## config.mk

```make
export PLATFORM = sky130hd
export DESIGN_NAME = sfc_top
export DESIGN_NICKNAME = d
export VERILOG_FILES = /design/src/sfc_ir_filter.v /design/src/sfc_refusal_ctl.v /design/src/sfc_top.v
export VERILOG_INCLUDE_DIRS = /design/src
export SDC_FILE = /design/constraint.sdc
export NUM_CORES = 1
export LEC_CHECK = 0
export BUFFER_PORTS_ARGS = -buffer_cell sky130_fd_sc_hd__buf_4
export CAP_MARGIN = 20
export CORE_UTILIZATION = 46
export DETAILED_ROUTE_END_ITERATION = 8
export PLACE_DENSITY = 0.84
export SLEW_MARGIN = 20
export SYNTH_ARGS = -nofsm -noshare
export SYNTH_HDL_FRONTEND = slang
export SYNTH_SLANG_ARGS = --single-unit
```

## constraint.sdc

```tcl
create_clock -name clk_sys -period 1.6 [get_ports clk_sys]
set_clock_uncertainty 0.05 [all_clocks]
set_input_delay 0.08 -clock clk_sys [delete_from_list [all_inputs] [get_ports clk_sys]]
set_output_delay 0.08 -clock clk_sys [all_outputs]
set_load 0.1 [all_outputs]
```

## src/sfc_defines.vh

```
/*
 Constants for the serial frame configuration and interrupt-enable block:
 register offsets, field positions, codes and reset values.
 Assumes inclusion by bare name from the design files of this block.
*/
`ifndef SFC_DEFINES_VH
`define SFC_DEFINES_VH

`define SFC_OFS_CONFIG     8'h04
`define SFC_OFS_IEN_SET    8'h08
`define SFC_OFS_IEN_CLR    8'h0c
`define SFC_OFS_IEN_VIEW   8'h10
`define SFC_OFS_THR_WR     8'h1c

`define SFC_CFG_RESET      32'h00000000
`define SFC_CFG_MASK       32'hb7ffffff
`define SFC_IEN_MASK       32'h001f3fff

`define SFC_F_PROTO_LO     0
`define SFC_F_CLKSRC_LO    4
`define SFC_F_CLEN_LO      6
`define SFC_F_SYNC         8
`define SFC_F_CHK_LO       9
`define SFC_F_STOP_LO      12
`define SFC_F_ROUTE_LO     14
`define SFC_F_ORDER        16
`define SFC_F_NINE         17
`define SFC_F_CLKOUT       18
`define SFC_F_OVER         19
`define SFC_F_INHIB        20
`define SFC_F_LIMIT        21
`define SFC_F_VARSYNC      22
`define SFC_F_ITER_LO      24
`define SFC_F_FILTER       28
`define SFC_F_BIPHASE      29
`define SFC_F_SHORT        31

`define SFC_PROTO_NORMAL   4'h0
`define SFC_PROTO_RS485    4'h1
`define SFC_PROTO_HWHS     4'h2
`define SFC_PROTO_MODEM    4'h3
`define SFC_PROTO_T0       4'h4
`define SFC_PROTO_T1       4'h6
`define SFC_PROTO_IRDA     4'h8

`define SFC_CLK_MASTER     2'h0
`define SFC_CLK_PRESCALED  2'h1
`define SFC_CLK_EXTERNAL   2'h3

`define SFC_ROUTE_NORMAL   2'h0
`define SFC_ROUTE_ECHO     2'h1
`define SFC_ROUTE_LOCAL    2'h2
`define SFC_ROUTE_REMOTE   2'h3

`define SFC_IEN_RETRY      10

`endif

```

## src/sfc_ir_filter.v

```verilog
/*
 Two-of-three majority filter for the receive line.
 Assumes a one-cycle sample strobe at one sixteenth of the bit time.
*/
`timescale 1ns/1ps
`default_nettype none
module sfc_ir_filter (
  input  wire clk_sys,    // System clock.
  input  wire nrst,       // Asynchronous reset, active low.
  input  wire enable,     // Filter on.
  input  wire sample_en,  // Sixteenth-bit sample strobe.
  input  wire line_in,    // Raw receive line.
  output reg  line_out    // Filtered or raw line.
);
  reg [2:0] taps;
  wire      vote;

  assign vote = (taps[0] & taps[1]) | (taps[1] & taps[2]) | (taps[0] & taps[2]);

  always @(posedge clk_sys or negedge nrst) begin
    if (!nrst) begin
      taps     <= 3'h7;
      line_out <= 1'b1;
    end else begin
      if (sample_en) begin
        taps <= {taps[1:0], line_in};
      end
      line_out <= enable ? vote : line_in;
    end
  end
endmodule
`default_nettype wire

```

## src/sfc_refusal_ctl.v

```verilog
/*
 Smart card refusal control: decides whether a parity error earns a
 refusal and counts successive ones against the retry limit.
 Assumes one-cycle parity error and character-good pulses from the receiver.
*/
`timescale 1ns/1ps
`include "sfc_defines.vh"
`default_nettype none
module sfc_refusal_ctl (
  input  wire       clk_sys,     // System clock.
  input  wire       nrst,        // Asynchronous reset, active low.
  input  wire       smart_card,  // Smart card protocol active.
  input  wire       t0_mode,     // Protocol T=0 active.
  input  wire       inhibit,     // Refusal inhibit.
  input  wire       limit_en,    // Successive refusal limiting.
  input  wire [2:0] retry_limit, // Maximum repetitions.
  input  wire       par_err,     // Parity error pulse.
  input  wire       char_ok,     // Good character pulse.
  input  wire       limit_clr,   // Clears the reached flag.
  output reg        refuse,      // Refusal pulse on the line.
  output reg        limit_hit    // Retry limit reached flag.
);
  reg [2:0] tries;
  wire      use_limit;
  wire      at_limit;

  assign use_limit = limit_en & t0_mode;
  assign at_limit  = (tries >= retry_limit);

  always @(posedge clk_sys or negedge nrst) begin
    if (!nrst) begin
      tries     <= 3'h0;
      refuse    <= 1'b0;
      limit_hit <= 1'b0;
    end else begin
      refuse <= 1'b0;
      if (char_ok) begin
        tries <= 3'h0;
      end
      if (smart_card && par_err && !inhibit) begin
        if (!use_limit) begin
          refuse <= 1'b1;
        end else if (!at_limit) begin
          refuse <= 1'b1;
          tries  <= tries + 3'h1;
        end
      end
      // Set wins over clear so a hit in the clearing cycle is kept.
      if (smart_card && par_err && !inhibit && use_limit && at_limit) begin
        limit_hit <= 1'b1;
      end else if (limit_clr) begin
        limit_hit <= 1'b0;
      end
    end
  end
endmodule
`default_nettype wire

```

## src/sfc_top.v

```verilog
/*
 Mode and format register with set, clear and view interrupt enables of a
 multi-mode serial port, plus the decode of every configuration field.
 Assumes a single-cycle register port, pins synchronous to clk_sys, and a
 transmitter and receiver outside that consume the decoded fields.
*/
`timescale 1ns/1ps
`include "sfc_defines.vh"
`default_nettype none
module sfc_top (
  input  wire        clk_sys,          // System clock, 10 MHz.
  input  wire        nrst,             // Asynchronous reset, active low.
  input  wire [7:0]  reg_addr,         // Register byte address.
  input  wire [31:0] reg_wdata,        // Write data.
  input  wire        reg_wr,           // Write strobe.
  input  wire        reg_rd,           // Read strobe.
  output reg  [31:0] reg_rdata,        // Read data, cycle after strobe.
  input  wire        tx_core_out,      // Transmitter serial output.
  input  wire        rxd_in,           // Receive pin.
  output reg         txd_out,          // Transmit pin.
  output reg         rx_core_in,       // Line into the receiver.
  output reg         tx_active,        // Transmitter may run.
  output reg         rx_active,        // Receiver may run.
  input  wire        sclk_in,          // Serial clock pin input.
  input  wire        sclk_gen,         // Internally made serial clock.
  output reg         sclk_out,         // Serial clock pin output.
  output reg         sclk_oe_n,        // Serial clock enable, low drives.
  input  wire        master_clock_in,  // Master clock tick.
  input  wire        prescaled_tick,   // Prescaled master clock tick.
  output reg         sel_clock_tick,   // Selected clock source tick.
  output reg  [3:0]  protocol,         // Decoded protocol code.
  output reg         proto_reserved,   // Protocol code reserved.
  output reg         smart_card,       // Smart card protocol active.
  output reg         irda_mode,        // Infrared protocol active.
  output reg         clk_reserved,     // Clock source code reserved.
  output reg  [3:0]  char_bits,        // Character length in bits.
  output reg         sync_mode,        // Synchronous operation.
  output reg         parity_on,        // Parity bit present.
  output reg         parity_odd,       // Odd parity.
  output reg         parity_forced,    // Parity forced to a value.
  output reg         parity_force_val, // Forced parity value.
  output reg         multidrop,        // Multidrop addressing.
  output reg  [1:0]  stop_halves,      // Stop length in half bits minus two.
  output reg         stop_reserved,    // Stop code reserved.
  output reg         msb_first,        // Most significant bit first.
  output reg         over8,            // Eight times oversampling.
  output reg         biphase_on,       // Biphase encoder and decoder on.
  output reg         one_bit_delim,    // Single-bit start delimiter.
  output reg         tx_sync_cmd,      // Next frame uses command sync.
  input  wire        sample_en,        // Sixteenth-bit sample strobe.
  input  wire        par_err,          // Receiver parity error pulse.
  input  wire        char_ok,          // Receiver good character pulse.
  input  wire        limit_clr,        // Retry flag reset command.
  output wire        refuse,           // Refusal pulse.
  output wire        limit_hit,        // Retry limit reached flag.
  output reg  [31:0] irq_enables       // Enabled interrupt sources.
);
  // ----------------------------------------------------------------
  // Register state
  // ----------------------------------------------------------------
  reg  [31:0] frame_config;
  reg  [31:0] irq_en;
  reg         sync_cmd_hold;
  reg  [31:0] next_rdata;
  wire        wr_cfg;
  wire        wr_set;
  wire        wr_clr;
  wire        wr_thr;
  wire        filt_line;
  wire [3:0]  f_proto;
  wire [1:0]  f_clk;
  wire [1:0]  f_route;

  function [1:0] field2;
    input [31:0] word;
    input integer lo;
    begin
      field2 = {word[lo + 1], word[lo]};
    end
  endfunction

  assign wr_cfg  = reg_wr && (reg_addr == `SFC_OFS_CONFIG);
  assign wr_set  = reg_wr && (reg_addr == `SFC_OFS_IEN_SET);
  assign wr_clr  = reg_wr && (reg_addr == `SFC_OFS_IEN_CLR);
  assign wr_thr  = reg_wr && (reg_addr == `SFC_OFS_THR_WR);
  assign f_proto = frame_config[`SFC_F_PROTO_LO + 3:`SFC_F_PROTO_LO];
  assign f_clk   = field2(frame_config, `SFC_F_CLKSRC_LO);
  assign f_route = field2(frame_config, `SFC_F_ROUTE_LO);

  always @(posedge clk_sys or negedge nrst) begin
    if (!nrst) begin
      frame_config  <= `SFC_CFG_RESET;
      irq_en        <= 32'h00000000;
      sync_cmd_hold <= 1'b0;
    end else begin
      if (wr_cfg) begin
        // Reserved bits are dropped so they always read back as zero.
        frame_config <= reg_wdata & `SFC_CFG_MASK;
      end

      // Set and clear arrive on separate strobes, so they never collide.
      if (wr_set) begin
        irq_en <= irq_en | (reg_wdata & `SFC_IEN_MASK);
      end else if (wr_clr) begin
        irq_en <= irq_en & ~(reg_wdata & `SFC_IEN_MASK);
      end

      // Holding-register writes are snooped for the sync type bit.
      if (wr_thr) begin
        sync_cmd_hold <= reg_wdata[15];
      end
    end
  end

  // ----------------------------------------------------------------
  // Read port
  // ----------------------------------------------------------------
  always @* begin
    next_rdata = 32'h00000000;
    case (reg_addr)
      `SFC_OFS_CONFIG: begin
        next_rdata = frame_config;
      end
      `SFC_OFS_IEN_VIEW: begin
        next_rdata = irq_en;
      end
      // Write-only and unmapped offsets read as zero.
      default: begin
        next_rdata = 32'h00000000;
      end
    endcase
  end

  always @(posedge clk_sys or negedge nrst) begin
    if (!nrst) begin
      reg_rdata <= 32'h00000000;
    end else begin
      // Data stand one cycle only, so a stale word is never seen.
      reg_rdata <= reg_rd ? next_rdata : 32'h00000000;
    end
  end

  // ----------------------------------------------------------------
  // Field decode
  // ----------------------------------------------------------------
  always @(posedge clk_sys or negedge nrst) begin
    if (!nrst) begin
      protocol         <= `SFC_PROTO_NORMAL;
      proto_reserved   <= 1'b0;
      smart_card       <= 1'b0;
      irda_mode        <= 1'b0;
      clk_reserved     <= 1'b0;
      char_bits        <= 4'h5;
      sync_mode        <= 1'b0;
      parity_on        <= 1'b1;
      parity_odd       <= 1'b0;
      parity_forced    <= 1'b0;
      parity_force_val <= 1'b0;
      multidrop        <= 1'b0;
      stop_halves      <= 2'h0;
      stop_reserved    <= 1'b0;
      msb_first        <= 1'b0;
      over8            <= 1'b0;
      biphase_on       <= 1'b0;
      one_bit_delim    <= 1'b0;
      tx_sync_cmd      <= 1'b0;
      irq_enables      <= 32'h00000000;
    end else begin
      protocol <= f_proto;
      case (f_proto)
        `SFC_PROTO_NORMAL,
        `SFC_PROTO_RS485,
        `SFC_PROTO_HWHS,
        `SFC_PROTO_MODEM,
        `SFC_PROTO_T0,
        `SFC_PROTO_T1,
        `SFC_PROTO_IRDA: begin
          proto_reserved <= 1'b0;
        end
        default: begin
          proto_reserved <= 1'b1;
        end
      endcase
      // Both smart card codes share the refusal path; only T=0 counts.
      smart_card <= (f_proto == `SFC_PROTO_T0) || (f_proto == `SFC_PROTO_T1);
      irda_mode  <= (f_proto == `SFC_PROTO_IRDA);

      clk_reserved <= (f_clk == 2'h2);

      if (frame_config[`SFC_F_NINE]) begin
        char_bits <= 4'h9;
      end else begin
        char_bits <= {2'h0, field2(frame_config, `SFC_F_CLEN_LO)} + 4'h5;
      end

      sync_mode <= frame_config[`SFC_F_SYNC];

      // Parity: bit 2 clear means a parity bit is sent.
      parity_on        <= ~frame_config[`SFC_F_CHK_LO + 2];
      parity_odd       <= (frame_config[`SFC_F_CHK_LO + 2:`SFC_F_CHK_LO] == 3'h1);
      parity_forced    <= (frame_config[`SFC_F_CHK_LO + 2:`SFC_F_CHK_LO + 1] == 2'h1);
      parity_force_val <= frame_config[`SFC_F_CHK_LO];
      multidrop <= (frame_config[`SFC_F_CHK_LO + 2:`SFC_F_CHK_LO + 1] == 2'h3);

      // Code one is legal only in asynchronous operation.
      case (field2(frame_config, `SFC_F_STOP_LO))
        2'h0: begin
          stop_halves   <= 2'h0;
          stop_reserved <= 1'b0;
        end
        2'h1: begin
          stop_halves   <= 2'h1;
          stop_reserved <= frame_config[`SFC_F_SYNC];
        end
        2'h2: begin
          stop_halves   <= 2'h2;
          stop_reserved <= 1'b0;
        end
        default: begin
          stop_halves   <= 2'h0;
          stop_reserved <= 1'b1;
        end
      endcase

      msb_first     <= frame_config[`SFC_F_ORDER];
      over8         <= frame_config[`SFC_F_OVER];
      biphase_on    <= frame_config[`SFC_F_BIPHASE];
      one_bit_delim <= frame_config[`SFC_F_SHORT];

      // Without auto update the synchronous select bit names the sync type.
      if (frame_config[`SFC_F_VARSYNC]) begin
        tx_sync_cmd <= sync_cmd_hold;
      end else begin
        tx_sync_cmd <= frame_config[`SFC_F_SYNC];
      end

      // The view copy lags the register by one cycle, like every field.
      irq_enables <= irq_en;
    end
  end

  // ----------------------------------------------------------------
  // Pin routing and loopback modes
  // ----------------------------------------------------------------
  always @(posedge clk_sys or negedge nrst) begin
    if (!nrst) begin
      txd_out        <= 1'b1;
      rx_core_in     <= 1'b1;
      tx_active      <= 1'b1;
      rx_active      <= 1'b1;
    end else begin
      // Echo takes the filtered line; remote loop bypasses the filter
      // so the far end gets its own bits back untouched.
      case (f_route)
        `SFC_ROUTE_ECHO: begin
          txd_out    <= filt_line;
          rx_core_in <= filt_line;
          tx_active  <= 1'b1;
          rx_active  <= 1'b1;
        end

        `SFC_ROUTE_LOCAL: begin
          txd_out    <= 1'b1;
          rx_core_in <= tx_core_out;
          tx_active  <= 1'b1;
          rx_active  <= 1'b1;
        end

        `SFC_ROUTE_REMOTE: begin
          txd_out    <= rxd_in;
          rx_core_in <= 1'b1;
          tx_active  <= 1'b0;
          rx_active  <= 1'b0;
        end

        default: begin
          txd_out    <= tx_core_out;
          rx_core_in <= filt_line;
          tx_active  <= 1'b1;
          rx_active  <= 1'b1;
        end
      endcase
    end
  end

  // ----------------------------------------------------------------
  // Serial clock pin and clock source
  // ----------------------------------------------------------------
  always @(posedge clk_sys or negedge nrst) begin
    if (!nrst) begin
      sclk_out       <= 1'b0;
      sclk_oe_n      <= 1'b1;
      sel_clock_tick <= 1'b0;
    end else begin
      // The pin is never driven while it is itself the clock source.
      sclk_oe_n <= ~(frame_config[`SFC_F_CLKOUT] && (f_clk != `SFC_CLK_EXTERNAL));
      sclk_out  <= sclk_gen;

      // The reserved code gives no tick, so nothing runs from it.
      case (f_clk)
        `SFC_CLK_MASTER: begin
          sel_clock_tick <= master_clock_in;
        end
        `SFC_CLK_PRESCALED: begin
          sel_clock_tick <= prescaled_tick;
        end
        `SFC_CLK_EXTERNAL: begin
          sel_clock_tick <= sclk_in;
        end
        default: begin
          sel_clock_tick <= 1'b0;
        end
      endcase
    end
  end

  // ----------------------------------------------------------------
  // Receive filter and smart card refusal
  // ----------------------------------------------------------------
  // The taps always run, so they are settled when the filter is switched on.
  sfc_ir_filter u_filter (
    .clk_sys   (clk_sys),
    .nrst      (nrst),
    .enable    (frame_config[`SFC_F_FILTER]),
    .sample_en (sample_en),
    .line_in   (rxd_in),
    .line_out  (filt_line)
  );

  // The refusal block ignores the retry limit itself outside T=0.
  sfc_refusal_ctl u_refusal (
    .clk_sys     (clk_sys),
    .nrst        (nrst),
    .smart_card  (smart_card),
    .t0_mode     (protocol == `SFC_PROTO_T0),
    .inhibit     (frame_config[`SFC_F_INHIB]),
    .limit_en    (frame_config[`SFC_F_LIMIT]),
    .retry_limit (frame_config[`SFC_F_ITER_LO + 2:`SFC_F_ITER_LO]),
    .par_err     (par_err),
    .char_ok     (char_ok),
    .limit_clr   (limit_clr),
    .refuse      (refuse),
    .limit_hit   (limit_hit)
  );
endmodule
`default_nettype wire

```

==> qor.csv <==
stage,metric,value,unit
outcome,outcome,"complete, but fails checks",
outcome,violations_in_the_final_reports,negative setup slack,
floorplanning,die_width,108,um
detailed_routing,drt_drc_violations_left,0,
yosys,synth_flop_cell,dfrtp_1,
global_route,grt_max_degree,49,
placement,quantity_of_i_o_buffers_inserted_on_ports,135,
cts,insertion_delay,410,ps
timing,period_share,110,%
timing,timing.final.hold_violations,0,
pwr,cellPowerDensity,1220,mW/mm2
layout,antenna_cells,0,
detailed_routing,vias_per_cell,5.05,
yosys,synth_top_family_by_area,multiplexers,
placement,dp.cells,667,
worst_setup_path,crit_slowest_cell,or4b_4,
yosys,yosys.area_share.adder,1.39,%
worst_setup_path,maximum_fanout_along_the_worst_path,4,
detailed_routing,wl_per_cell,17.7,um
worst_setup_path,worst-r2r-cell-count,4,
pwr,cellLeakagePower,0.00397,uW
cts,number_of_h_tree_levels,4,
yosys,synth_area_per_cell,13.5,um2
min_path,hold_start,reg_wr,
worst_setup_path,crit_path_start_kind,flop,
cts,clock_path_buffers,2,
global_route,grt_first_pass_wirelength,20000,um
yosys,count_of_flip_flops_with_a_built_in_enable_after_synthesis,0,
global_route,number_of_antenna_violations_at_the_first_check_in_global_routing,0,
layout,nNetsFinal,649,
yosys,synth-seq-area-share,67.5,%
yosys,synth-compound-area-share,3.58,%
timing,setup_viol,4,
timing,rsz0062_at_grt,yes,
worst_setup_path,type_of_the_setup_path_with_the_least_slack,flop to flop,
worst_setup_path,critPathBufInv,0,
timing,final_setup_margin,-159,ps
cts,path_clk_slew,60,ps
pwr,irDropWorstVdd,0.703,mV
layout,final_layout_size_suffix_gt1_share,43.4,%
worst_setup_path,arrival,2060,ps
layout,layout_cell_area_excl_fill,0.00772,mm2
min_path,hold_path.class,input port to flop,
layout,num-fill-cells,738,
yosys,post_synth_and_or_nand_nor_area_fraction,9.92,%
cts,cts_sinks,140,
min_path,whs_endpoint,sync_cmd_hold,
yosys,count_of_distinct_cell_types_in_the_synthesized_netlist,36,
cts,tritoncts,built,
cts,tritoncts.num_buffers,17,
worst_setup_path,critical_path.endpoint_type,flop,
worst_setup_path,timing.critical_path.slowest_cell_delay,600,ps
detailed_routing,postRouteAntennaNets,0,
floorplanning,die_h,108,um
detailed_routing,drt_initial_violations,171,
worst_setup_path,crit_path_cell_trace,"nor4b_4, nand4_1, or4b_4, nand3_2",
worst_setup_path,timing.rr.start,protocol[0],
yosys,post_synth_xor_area_fraction,0,%
floorplanning,die-area,0.0118,mm2
floorplanning,initial_core_util,47.7,%
worst_setup_path,crit_family,simple AND/OR/NAND/NOR gates,
min_path,min_delay_path_depth,3,
layout,final_core_util,70.6,%
global_route,overflow,0,
floorplanning,area_of_the_core,0.0109,mm2
worst_setup_path,r2r_slack,-160,ps
yosys,synthesis.area,0.00521,mm2
yosys,yosysWarnings,0,
detailed_routing,route.final.wire_length,13100,um
floorplanning,total_number_of_placement_rows,38,
placement,detailed_place.area,0.00650,mm2
yosys,postSynthCellCount,385,
floorplanning,boundaryPins,153,
flow_run,timing.max_cap.violations,0,
worst_setup_path,worst_r2r_endpoint,u_refusal.tries[2],
detailed_routing,pre_antenna_drt_iters,4,
global_route,number_of_global_route_vias_before_repair,3963,
timing,slew_viol_final,0,
timing,fmax,568,MHz
global_route,grt_total_usage,23.1,%
timing,finalCriticalPeriod,1760,ps
timing,setup_total_negative_slack,-306,ps
worst_setup_path,cp_data_required_time,1900,ps
cts,clock_tree.root_cell,clkbuf_16,
placement,final_wtd_congestion,0.802,
placement,hpwl,7800,um
yosys,synth_async_sr_flop_share,100,%
yosys,synth_mux_area_share,12.2,%
yosys,ys_ff_latch,140,
layout,areaGrowthSynthToFinish,48.1,%
layout,instances_no_fill,743,
detailed_routing,routed-via-count,3749,
-- area by class of cell --
| cell class | count | area (um2) | share of cell area, % |
|---|---|---|---|
| tap | 140 | 175 | 2.27 |
| inverter | 26 | 97.6 | 1.26 |
| clock inverter | 10 | 184 | 2.38 |
| sequential | 140 | 3530 | 45.7 |
| timing repair buffer | 201 | 1650 | 21.4 |
| multi-input combinational | 204 | 1580 | 20.5 |
| clock buffer | 22 | 494 | 6.41 |
-- how the worst max path moves through the flow --
stage | startpoint | to | slack (ps) | cells past startpoint
2_1_floorplan | protocol[1] | u_refusal.tries[1] | -140 | 4
3_5_place_dp | frame_config[26] | u_refusal.tries[2] | -180 | 6
4_1_cts | u_refusal.tries[0] | u_refusal.tries[2] | -30 | 6
6_report | protocol[0] | u_refusal.tries[2] | -160 | 4
5_1_grt | protocol[0] | u_refusal.tries[2] | -230 | 4
3_3_place_gp | frame_config[26] | u_refusal.tries[2] | -120 | 6
-- report_power, final --
part / leakage [uW] / switching, uW / internal [uW]
registers: 0.00171 / 98.4 / 3700
clock network: 0.000328 / 1430 / 2970
logic: 0.00193 / 881 / 357
total: 0.00397 / 2410 / 7030
-- metrics by stage --
stage,setup slack (ps),total power (uW),hold WS [ps]
5_1_grt,-230,9730,55.9
3_5_place_dp,-180,4980,-4.02
6_report,-159,9440,66.4
2_1_floorplan,-140,4620,-266
3_3_place_gp,-116,4950,-13.6
4_1_cts,-34.9,9470,38.8
-- per-layer routing --
metal | global-route usage [%] | routed length [um] | up-vias
met2 | 41.5 | 7170 | 128
met5 | 0 | 0 | -
met1 | 25.9 | 5150 | 1932
li1 | - | - | 1671
met3 | 5.18 | 567 | 18
met4 | 10.5 | 245 | 0
-- worst register-to-register path: stages (launching register included) --
cell	delay (ps)
dfrtp_2	430
nor4b_4	280
nand4_1	250
or4b_4	600
nand3_2	90
-- cells by family after synthesis --
kind of cell,after synthesis
fa+ha+maj,6
other cells,1
flops,140
simple gates,97
buf+inv,55
compound gates,27
mux,59
-- placed cells by master (no fill, tap or decap), types with 3 or more instances in the layout --
| cell type | Yosys | routed |
|---|---|---|
| nor2b_2 | 0 | 3 |
| inv_1 | 26 | 25 |
| dlygate4sd3_1 | 0 | 40 |
| clkbuf_8 | 0 | 5 |
| ha_4 | 0 | 3 |
| a22oi_1 | 19 | 19 |
| nor2b_1 | 12 | 8 |
| dfstp_2 | 11 | 11 |
| buf_4 | 16 | 156 |
| and3_1 | 12 | 12 |
| clkbuf_16 | 0 | 17 |
| nand2_1 | 24 | 23 |
| buf_12 | 0 | 3 |
| dfrtp_1 | 129 | 124 |
| nor2_1 | 25 | 25 |
| conb_1 | 1 | 15 |
| mux2i_1 | 22 | 22 |
| bufinv_16 | 0 | 5 |
| dfrtp_2 | 0 | 3 |
| nor3b_1 | 3 | 3 |
| mux2_2 | 35 | 34 |
-- Yosys cell counts (2+ instances only) --
cell	count	area (um2)
nand2_1	24	90.1
mux2_1	2	22.5
nand4_1	2	12.5
buf_2	3	15.0
nand2b_1	2	12.5
nand3_1	3	15.0
a21oi_1	3	15.0
nor2_1	25	93.8
nor2b_1	12	75.1
clkbuf_1	9	33.8
a22oi_1	19	143
nor4b_1	2	17.5
dfstp_2	11	289
nand3b_1	2	15.0
ha_1	5	62.6
buf_4	16	120
mux2_2	35	394
nor3b_1	3	22.5
nor3_1	2	10.0
inv_1	26	97.6
mux2i_1	22	220
dfrtp_1	129	3230
and3_1	12	75.1
o21ai_0	3	15.0
and2_1	2	12.5
-- repair_timing --
action                                  CTS  global route
endpoints found under the setup margin    5             5
gates resized for setup                  11             8
endpoints found under the hold margin   170             0
hold buffers                             40             0
pin swaps                                 4             7
setup buffers                             1             3
No activity file was read; power rests on OpenSTA's default activity.
